File: config.mk
export PLATFORM = sky130hd
export DESIGN_NAME = ffo_dev_flat
export DESIGN_NICKNAME = d
export VERILOG_FILES = /design/src/rtl/ffo_pkg.sv /design/src/rtl/ffo_if.sv /design/src/rtl/ffo_dev.sv /design/src/flat_wrapper.sv
export SDC_FILE = /design/constraint.sdc
export NUM_CORES = 1
export LEC_CHECK = 0
export BUFFER_PORTS_ARGS = -buffer_cell sky130_fd_sc_hd__clkbuf_2
export CAP_MARGIN = 20
export CORE_ASPECT_RATIO = 0.6
export CORE_UTILIZATION = 40
export DETAILED_ROUTE_END_ITERATION = 8
export PLACE_DENSITY = 0.6
export SYNTH_ARGS = -nofsm -noshare
export SYNTH_HDL_FRONTEND = slang
export SYNTH_SLANG_ARGS = --single-unit
File: constraint.sdc
create_clock -name i_clk_sys -period 5.56 [get_ports i_clk_sys]
set_input_delay 0.834 -clock i_clk_sys [delete_from_list [all_inputs] [get_ports i_clk_sys]]
set_output_delay 0.834 -clock i_clk_sys [all_outputs]
set_load 0.02 [all_outputs]
File: src/rtl/ffo_pkg.sv
// Functional notes
// Parallel write stores bus into next offset word
// Parallel read presents next offset word
// Serial shift one bit, empty LSB first
// x9-x9 serial set is 20 to 34 bits
// Other modes serial set is 18 to 32 bits
// x9-x9 offset width 10 to 17 bits
// Other modes offset one bit narrower
// Bits beyond offset width ignored, read undefined
// Largest x9-in or x9-out needs four cycles
// Largest x9-out readback takes four reads
// Largest x9-x9 takes six cycles, three words
// Programming method latched only at master reset
// Parallel readback allowed in either method
// Same decode in standard and fall-through timing
// Load high: strobes reach memory, else none
// Master reset homes both pointers, partial not
// Write pointer wraps after last offset word
// Independent pointers; no simultaneous read and write
// All strobes high with load low: nothing changes
package ffo_pkg;
  localparam int DATA_W = 18;
  localparam int OFS_W = 17;
  localparam int DEPTH_MAX = 7;
  localparam logic [4:0] BASE_W_X9X9 = 5'h0a;
  localparam logic [4:0] BASE_W_OTHER = 5'h09;
  localparam logic [4:0] LANE_X9 = 5'h09;
  localparam logic [4:0] LANE_X9_WIDE = 5'h08;
  localparam logic [4:0] LANE_X18 = 5'h12;
  localparam logic [1:0] WORDS_X18 = 2'h1;
  localparam logic [1:0] WORDS_X9 = 2'h2;
  localparam logic [1:0] WORDS_X9_WIDE = 2'h3;
  localparam logic [16:0] DEF_EMPTY_OFS = 17'h0007f;
  localparam logic [16:0] DEF_FULL_OFS = 17'h0007f;
  localparam int CLK_DIV_DEFAULT = 4;

  typedef enum logic [2:0] {
    CMD_MRST = 3'h0,
    CMD_PWR = 3'h1,
    CMD_PRD = 3'h2,
    CMD_SER = 3'h3,
    CMD_MWR = 3'h4,
    CMD_MRD = 3'h5
  } ffo_cmd_type;

  typedef enum logic [1:0] {
    HST_IDLE = 2'h0,
    HST_SETUP = 2'h1,
    HST_PULSE = 2'h3
  } ffo_hst_state_type;
endpackage : ffo_pkg

File: src/rtl/ffo_if.sv
`timescale 1ns/10ps
interface ffo_if;
  logic load_select_n;
  logic write_strobe_n;
  logic read_strobe_n;
  logic serial_shift_enable_n;
  logic wclk_en;
  logic rclk_en;
  logic [ffo_pkg::DATA_W-1:0] input_data_bus;
  logic serial_in;
  logic mrs_n;
  logic serial_mode;
  logic in_x18;
  logic out_x18;
  logic [ffo_pkg::DATA_W-1:0] rdata;
  logic rdata_valid;

  modport dev (
    input load_select_n, write_strobe_n, read_strobe_n, serial_shift_enable_n,
    input wclk_en, rclk_en, input_data_bus, serial_in, mrs_n,
    input serial_mode, in_x18, out_x18,
    output rdata, rdata_valid
  );
  modport host (
    output load_select_n, write_strobe_n, read_strobe_n, serial_shift_enable_n,
    output wclk_en, rclk_en, input_data_bus, serial_in, mrs_n,
    output serial_mode, in_x18, out_x18,
    input rdata, rdata_valid
  );
endinterface : ffo_if

File: src/rtl/ffo_dev.sv
`timescale 1ns/10ps
module ffo_dev #(
  parameter int DEPTH_IDX = ffo_pkg::DEPTH_MAX
) (
  input wire logic i_clk_sys,
  input wire logic i_rst_n,
  ffo_if.dev link,
  output logic [ffo_pkg::OFS_W-1:0] o_empty_offset,
  output logic [ffo_pkg::OFS_W-1:0] o_full_offset,
  output logic o_serial_mode,
  output logic o_mem_wr,
  output logic o_mem_rd
);
  localparam logic [4:0] DIDX = 5'(DEPTH_IDX);

  // Merge one bus word into an offset register
  function automatic logic [ffo_pkg::OFS_W-1:0] ffo_merge(
    input logic [ffo_pkg::OFS_W-1:0] old,
    input logic [ffo_pkg::DATA_W-1:0] d,
    input logic [4:0] off,
    input logic [4:0] lane,
    input logic [4:0] ow
  );
    logic [ffo_pkg::OFS_W-1:0] r;
    r = old;
    for (int i = 0; i < ffo_pkg::OFS_W; i++) begin
      if ((i >= int'(off)) && (i < int'(off) + int'(lane)) && (i < int'(ow))) begin
        r[i] = d[i-int'(off)];
      end
    end
    return r;
  endfunction : ffo_merge

  // Extract one bus word, unused lanes read zero
  function automatic logic [ffo_pkg::DATA_W-1:0] ffo_extract(
    input logic [ffo_pkg::OFS_W-1:0] src,
    input logic [4:0] off,
    input logic [4:0] lane,
    input logic [4:0] ow
  );
    logic [ffo_pkg::DATA_W-1:0] r;
    r = '0;
    for (int j = 0; j < ffo_pkg::DATA_W; j++) begin
      if ((j < int'(lane)) && (int'(off) + j < int'(ow))) begin
        r[j] = src[int'(off)+j];
      end
    end
    return r;
  endfunction : ffo_extract

  logic serial_mode_r;
  logic serial_mode_nxt;
  logic in18_r;
  logic in18_nxt;
  logic out18_r;
  logic out18_nxt;
  logic [ffo_pkg::OFS_W-1:0] empty_r;
  logic [ffo_pkg::OFS_W-1:0] empty_nxt;
  logic [ffo_pkg::OFS_W-1:0] full_r;
  logic [ffo_pkg::OFS_W-1:0] full_nxt;
  logic [2:0] wp_r;
  logic [2:0] wp_nxt;
  logic [2:0] rp_r;
  logic [2:0] rp_nxt;
  logic [5:0] sc_r;
  logic [5:0] sc_nxt;
  logic [ffo_pkg::DATA_W-1:0] rdata_r;
  logic [ffo_pkg::DATA_W-1:0] rdata_nxt;
  logic rvalid_r;
  logic rvalid_nxt;
  logic mem_wr_r;
  logic mem_wr_nxt;
  logic mem_rd_r;
  logic mem_rd_nxt;

  logic x9x9;
  logic [4:0] ow;
  logic [1:0] wr_words;
  logic [1:0] rd_words;
  logic [4:0] wr_lane;
  logic [4:0] rd_lane;
  logic ld_low;
  logic par_wr;
  logic par_rd;
  logic ser_sh;
  logic wr_full;
  logic rd_full;
  logic [1:0] wr_word;
  logic [1:0] rd_word;
  logic [4:0] wr_off;
  logic [4:0] rd_off;
  logic [5:0] ser_len;

  // Geometry from latched bus widths and depth variant
  always_comb begin
    x9x9 = !in18_r && !out18_r;
    ow = (x9x9 ? ffo_pkg::BASE_W_X9X9 : ffo_pkg::BASE_W_OTHER) + DIDX;
    ser_len = {ow, 1'b0};
    if (in18_r) begin
      wr_words = ffo_pkg::WORDS_X18;
      wr_lane = ffo_pkg::LANE_X18;
    end else if (x9x9 && (DEPTH_IDX == ffo_pkg::DEPTH_MAX)) begin
      wr_words = ffo_pkg::WORDS_X9_WIDE;
      wr_lane = ffo_pkg::LANE_X9_WIDE;
    end else begin
      wr_words = ffo_pkg::WORDS_X9;
      wr_lane = ffo_pkg::LANE_X9;
    end
    if (out18_r) begin
      rd_words = ffo_pkg::WORDS_X18;
      rd_lane = ffo_pkg::LANE_X18;
    end else if (x9x9 && (DEPTH_IDX == ffo_pkg::DEPTH_MAX)) begin
      rd_words = ffo_pkg::WORDS_X9_WIDE;
      rd_lane = ffo_pkg::LANE_X9_WIDE;
    end else begin
      rd_words = ffo_pkg::WORDS_X9;
      rd_lane = ffo_pkg::LANE_X9;
    end
    wr_full = (wp_r >= {1'b0, wr_words});
    rd_full = (rp_r >= {1'b0, rd_words});
    wr_word = wr_full ? 2'(wp_r - {1'b0, wr_words}) : wp_r[1:0];
    rd_word = rd_full ? 2'(rp_r - {1'b0, rd_words}) : rp_r[1:0];
    wr_off = 5'(wr_word * wr_lane);
    rd_off = 5'(rd_word * rd_lane);
  end

  // Strobe decode, timing mode plays no part in it
  always_comb begin
    ld_low = !link.load_select_n;
    par_wr = ld_low && !link.write_strobe_n && link.read_strobe_n
      && link.serial_shift_enable_n && link.wclk_en && !serial_mode_r;
    par_rd = ld_low && link.write_strobe_n && !link.read_strobe_n
      && link.serial_shift_enable_n && link.rclk_en;
    ser_sh = ld_low && link.write_strobe_n && link.read_strobe_n
      && !link.serial_shift_enable_n && link.wclk_en && serial_mode_r;
    mem_wr_nxt = !ld_low && !link.write_strobe_n && link.wclk_en;
    mem_rd_nxt = !ld_low && !link.read_strobe_n && link.rclk_en;
  end

  // Offset registers, pointers and serial counter
  always_comb begin
    serial_mode_nxt = serial_mode_r;
    in18_nxt = in18_r;
    out18_nxt = out18_r;
    empty_nxt = empty_r;
    full_nxt = full_r;
    wp_nxt = wp_r;
    rp_nxt = rp_r;
    sc_nxt = sc_r;
    rdata_nxt = rdata_r;
    rvalid_nxt = 1'b0;
    if (!link.mrs_n) begin
      serial_mode_nxt = link.serial_mode;
      in18_nxt = link.in_x18;
      out18_nxt = link.out_x18;
      empty_nxt = ffo_pkg::DEF_EMPTY_OFS;
      full_nxt = ffo_pkg::DEF_FULL_OFS;
      wp_nxt = '0;
      rp_nxt = '0;
      sc_nxt = '0;
    end else begin
      // Separate pointers, each moved by its own strobe
      if (par_wr) begin
        if (wr_full) begin
          full_nxt = ffo_merge(full_r, link.input_data_bus, wr_off, wr_lane, ow);
        end else begin
          empty_nxt = ffo_merge(empty_r, link.input_data_bus, wr_off, wr_lane, ow);
        end
        if (wp_r == 3'({wr_words, 1'b0} - 3'h1)) begin
          wp_nxt = '0;
        end else begin
          wp_nxt = wp_r + 3'h1;
        end
      end
      if (par_rd) begin
        rdata_nxt = ffo_extract(rd_full ? full_r : empty_r, rd_off, rd_lane, ow);
        rvalid_nxt = 1'b1;
        if (rp_r == 3'({rd_words, 1'b0} - 3'h1)) begin
          rp_nxt = '0;
        end else begin
          rp_nxt = rp_r + 3'h1;
        end
      end
      if (ser_sh) begin
        if (sc_r < {1'b0, ow}) begin
          empty_nxt[sc_r[4:0]] = link.serial_in;
        end else begin
          full_nxt[5'(sc_r - {1'b0, ow})] = link.serial_in;
        end
        sc_nxt = (sc_r == ser_len - 6'h1) ? '0 : sc_r + 6'h1;
      end
      // Any other strobe pattern leaves all state alone
    end
  end

  always_ff @(posedge i_clk_sys or negedge i_rst_n) begin
    if (!i_rst_n) begin
      serial_mode_r <= 1'b0;
      in18_r <= 1'b0;
      out18_r <= 1'b0;
      empty_r <= ffo_pkg::DEF_EMPTY_OFS;
      full_r <= ffo_pkg::DEF_FULL_OFS;
      wp_r <= '0;
      rp_r <= '0;
      sc_r <= '0;
      rdata_r <= '0;
      rvalid_r <= 1'b0;
      mem_wr_r <= 1'b0;
      mem_rd_r <= 1'b0;
    end else begin
      serial_mode_r <= serial_mode_nxt;
      in18_r <= in18_nxt;
      out18_r <= out18_nxt;
      empty_r <= empty_nxt;
      full_r <= full_nxt;
      wp_r <= wp_nxt;
      rp_r <= rp_nxt;
      sc_r <= sc_nxt;
      rdata_r <= rdata_nxt;
      rvalid_r <= rvalid_nxt;
      mem_wr_r <= mem_wr_nxt;
      mem_rd_r <= mem_rd_nxt;
    end
  end

  assign link.rdata = rdata_r;
  assign link.rdata_valid = rvalid_r;
  assign o_empty_offset = empty_r;
  assign o_full_offset = full_r;
  assign o_serial_mode = serial_mode_r;
  assign o_mem_wr = mem_wr_r;
  assign o_mem_rd = mem_rd_r;
endmodule : ffo_dev

File: src/flat_wrapper.sv
// flat-port wrapper written by rule: the top's interface ports become plain ports
module ffo_dev_flat 
#(
  parameter int DEPTH_IDX = ffo_pkg::DEPTH_MAX
)
  (i_clk_sys, i_rst_n, o_empty_offset, o_full_offset, o_serial_mode, o_mem_wr, o_mem_rd, link_load_select_n, link_write_strobe_n, link_read_strobe_n, link_serial_shift_enable_n, link_wclk_en, link_rclk_en, link_input_data_bus, link_serial_in, link_mrs_n, link_serial_mode, link_in_x18, link_out_x18, link_rdata, link_rdata_valid);
  ffo_if link_i ();
  input wire logic i_clk_sys;
  input wire logic i_rst_n;
  output logic [ffo_pkg::OFS_W-1:0] o_empty_offset;
  output logic [ffo_pkg::OFS_W-1:0] o_full_offset;
  output logic o_serial_mode;
  output logic o_mem_wr;
  output logic o_mem_rd;
  input wire logic [$bits(link_i.load_select_n)-1:0] link_load_select_n;
  input wire logic [$bits(link_i.write_strobe_n)-1:0] link_write_strobe_n;
  input wire logic [$bits(link_i.read_strobe_n)-1:0] link_read_strobe_n;
  input wire logic [$bits(link_i.serial_shift_enable_n)-1:0] link_serial_shift_enable_n;
  input wire logic [$bits(link_i.wclk_en)-1:0] link_wclk_en;
  input wire logic [$bits(link_i.rclk_en)-1:0] link_rclk_en;
  input wire logic [$bits(link_i.input_data_bus)-1:0] link_input_data_bus;
  input wire logic [$bits(link_i.serial_in)-1:0] link_serial_in;
  input wire logic [$bits(link_i.mrs_n)-1:0] link_mrs_n;
  input wire logic [$bits(link_i.serial_mode)-1:0] link_serial_mode;
  input wire logic [$bits(link_i.in_x18)-1:0] link_in_x18;
  input wire logic [$bits(link_i.out_x18)-1:0] link_out_x18;
  output wire logic [$bits(link_i.rdata)-1:0] link_rdata;
  output wire logic [$bits(link_i.rdata_valid)-1:0] link_rdata_valid;
  assign link_i.load_select_n = link_load_select_n;
  assign link_i.write_strobe_n = link_write_strobe_n;
  assign link_i.read_strobe_n = link_read_strobe_n;
  assign link_i.serial_shift_enable_n = link_serial_shift_enable_n;
  assign link_i.wclk_en = link_wclk_en;
  assign link_i.rclk_en = link_rclk_en;
  assign link_i.input_data_bus = link_input_data_bus;
  assign link_i.serial_in = link_serial_in;
  assign link_i.mrs_n = link_mrs_n;
  assign link_i.serial_mode = link_serial_mode;
  assign link_i.in_x18 = link_in_x18;
  assign link_i.out_x18 = link_out_x18;
  assign link_rdata = link_i.rdata;
  assign link_rdata_valid = link_i.rdata_valid;
  ffo_dev #(.DEPTH_IDX(DEPTH_IDX)) u_core (.i_clk_sys(i_clk_sys), .i_rst_n(i_rst_n), .link(link_i), .o_empty_offset(o_empty_offset), .o_full_offset(o_full_offset), .o_serial_mode(o_serial_mode), .o_mem_wr(o_mem_wr), .o_mem_rd(o_mem_rd));
endmodule
==> results by group <==
Logic synthesis
  • FFs w/ async S/R, synth: 100%
  • Nets in the synthesized netlist: 1032
  • Post-synth EDFFs: 0
  • Synth top area cells: dfrtp_1 17%, mux2i_1 7.7%, mux4_2 7.1%
  • Syn Area/Cell: 8.66 um2
  • Synth Cell Area: 0.00827 mm2
  • Ys flop type: dfrtp_1
  • Top cell type's share of synthesized area: 16.9%
  • Yosys top cell by area: dfrtp_1
  • Post-Synthesis Cells: 955
  • Cell variety after synth: 92
  • Post-synthesis sequential area ratio: 21.4%
  • Synth Warn #: 0
  • FF+latch count, synth: 70

Clock tree
  • Worst-path clk slew: 60 ps
  • CTS tree: done
  • Max Root-Sink Buffers: 2
  • Worst skew pair latency: 350 ps
  • Max H-tree Level: 3
  • Num CTS Buffers: 9
  • Root Buffer: clkbuf_16
  • Clk sink count: 70

Timing
  • Max-slew violation count: 0
  • Final setup fails: 0
  • Final setup margin: 485 ps
  • Final Hold Fails: 0
  • Highest Clock Rate: 0.197 GHz
  • Setup_tns: 0 ps
  • Fin crit share: 91.3%
  • Slew Limit Headroom: 28.9%
  • Slew @ Worst Pin: 1060 ps
  • Unrepaired setup endpoints after global routing: false
  • Fin crit period: 5070 ps
  • Fin Clk Skew: 14.7 ps

Die
  • Die area: 0.0213 mm2
  • Chip width: 188 um
  • Initial Util: 41.1%
  • Count of standard-cell rows: 40
  • Core area: 0.0201 mm2
  • Die Ht: 113 um
  • IO Count: 87

Final layout
  • Layout cells sized above 1: 19.9%
  • Final net count: 1107
  • Fill cell count: 1958
  • Post-layout util: 46.4%
  • Design area: 0.00934 mm2
  • Most common cell after layout, fill and taps aside: nand2_1
  • Area growth from synthesis to layout: 12.9%
  • Most frequent cells in the layout: 89 x nand2_1, 85 x clkbuf_2, 64 x mux2i_1
  • Diodes inserted: 0

GRT
  • Gr ovfl total: 0
  • Largest net degree at the start of global routing: 71
  • Vias in the first global route: 7628
  • Initial antenna violation count: 0
  • GRT Resource Usage Total: 29.3%
  • First-pass GRT wire length: 47500 um

Critical path
  • Critical Path Sink Type: flip-flop
  • Crit path max fanout: 13
  • Worst path required time: 5840 ps
  • Worst Setup Start Kind: flip-flop
  • Worst Setup SP: u_core.wp_r[0]
  • Worst reg2reg startpoint: u_core.wp_r[0]
  • Crit path DAT: 5350 ps
  • Class of the most critical setup path: reg -> reg

Routing
  • Vias per inst: 6.55
  • Vias: 8569
  • Antenna viol nets, final: 0
  • Starting DRT DRC Count: 1063
  • Number of iterations in the first detailed-routing pass: 7
  • Routed WL: 30800 um
  • WL/cell: 23.6 um
  • # DRC: 0

Flow run
  • Max Cap Viol: 0

Placement
  • Port bufs: 86
  • Placement Setup Slack: 377 ps
  • DP Area: 0.00906 mm2
  • Final Wtd Congestion: 0.978
  • Post-DP HPWL: 24200 um

Power and ir drop
  • Pwr per Cell Area: 201 mW/mm2
  • Max VDD drop: 0.000163 V
  • Leak pwr: 3.91 nW

Worst hold path
  • HP Start: u_core.link.rdata[6]
  • Hold WC Path Type: reg -> reg

Status
  • Status: finished, final reports clean
## layout make-up
| class | instances | area [um2] | area share (%) |
|---|---|---|---|
| inverter | 33 | 129 | 1.38 |
| multi-input combinational | 800 | 6170 | 66.1 |
| clock inverter | 4 | 23.8 | 0.255 |
| timing repair buffer | 116 | 658 | 7.05 |
| tap | 273 | 342 | 3.66 |
| sequential | 70 | 1770 | 18.9 |
| clock buffer | 12 | 246 | 2.64 |
## kinds of logic (layout without fill, tap and decap cells)
group	after synthesis	in the layout	synth area share, %
AND/OR/NAND/NOR	327	327	20.0
buffers and inverters	85	165	4.16
flip-flops	70	70	21.4
XOR/XNOR	43	43	5.21
adder cells (fa/ha/maj)	47	47	7.17
multiplexers	107	107	18.2
AO/OA/AOI/OAI	276	276	23.8
## per-layer routing
metal | track usage [%] | routed length (um) | vias up
li1 | - | - | 3842
met1 | 49.5 | 15500 | 4177
met2 | 34.6 | 10900 | 518
met3 | 8.86 | 4120 | 30
met4 | 4.01 | 249 | 2
met5 | 2.04 | 59 | -
## sequential cells by signal (all words and copies together), names as in the netlist, 3 cells and up
signal	flops
u_core.link.rdata	18
u_core.sc_r	6
u_core.o_empty_offset	17
u_core.wp_r	3
u_core.o_full_offset	17
u_core.rp_r	3
## final timing paths
kind / end / slack (ps) / cells after the start
max in group asynchronous: u_core.o_empty_offset[8] / 4310 / 1
hold / removal: u_core.link.rdata[6] / 480 / 2
hold reg to reg: u_core.link.rdata[6] / 480 / 2
setup reg to reg: u_core.o_full_offset[14] / 490 / 15
setup / recovery: u_core.o_full_offset[14] / 490 / 15
min in group asynchronous: u_core.out18_r / 630 / 1
## report_power, final
part	internal, mW	switching [mW]	leakage (nW)
Sequential	0.535	0.0156	0.911
Combinational	0.287	0.493	2.86
Clock	0.313	0.234	0.136
## worst max-delay path, stage by stage, from the launching register on
cell and delay (ps):
dfrtp_1 460, inv_1 180, ha_1 390, a2111oi_1 610
a211o_1 280, nor2_1 80, ha_1 310, buf_4 210
ha_1 580, clkinv_1 420, nand2_1 160, a221oi_1 60
a221oi_1 580, o21bai_1 260, a31o_2 290, a21oi_1 130
## synthesized netlist by cell type (5+ instances only)
master / count
a22o_1: 5
and2_1: 14
or3_1: 8
dfstp_2: 14
nor3b_1: 5
a221oi_1: 9
clkinv_1: 7
a311oi_1: 9
o221ai_1: 17
xor2_1: 8
nand3b_1: 7
a211oi_1: 8
nor2_1: 58
dfrtp_1: 56
and3_1: 16
o21a_1: 5
ha_1: 45
mux2_2: 11
nand2b_1: 16
clkbuf_1: 40
o31ai_1: 18
mux4_1: 6
nor3_1: 34
a31oi_1: 17
nand4_1: 5
inv_1: 23
nand2_1: 89
a21oi_1: 49
xnor2_1: 31
o21ai_0: 53
a21o_1: 6
buf_1: 6
mux4_2: 26
nor2b_1: 13
mux2i_1: 64
o22ai_1: 14
nor4_1: 9
nand3_1: 32
o211ai_1: 9
## through the flow
stage                     power (mW)  hold slack [ps]  std cells
after floorplan                 1.07              490        955
after global placement          1.31              466       1291
after detailed placement        1.31              472       1291
after CTS                       1.86              487       1307
after global routing            1.96              512       1308
final                           1.88              483       1308
## what timing repair did
action                                  in CTS  in global routing
setup buffers                                0                  0
endpoints found under the setup margin       0                  3
hold buffers                                 0                  0
gates resized for setup                      0                  1
Note: power is estimated with default switching activity, not from simulation.
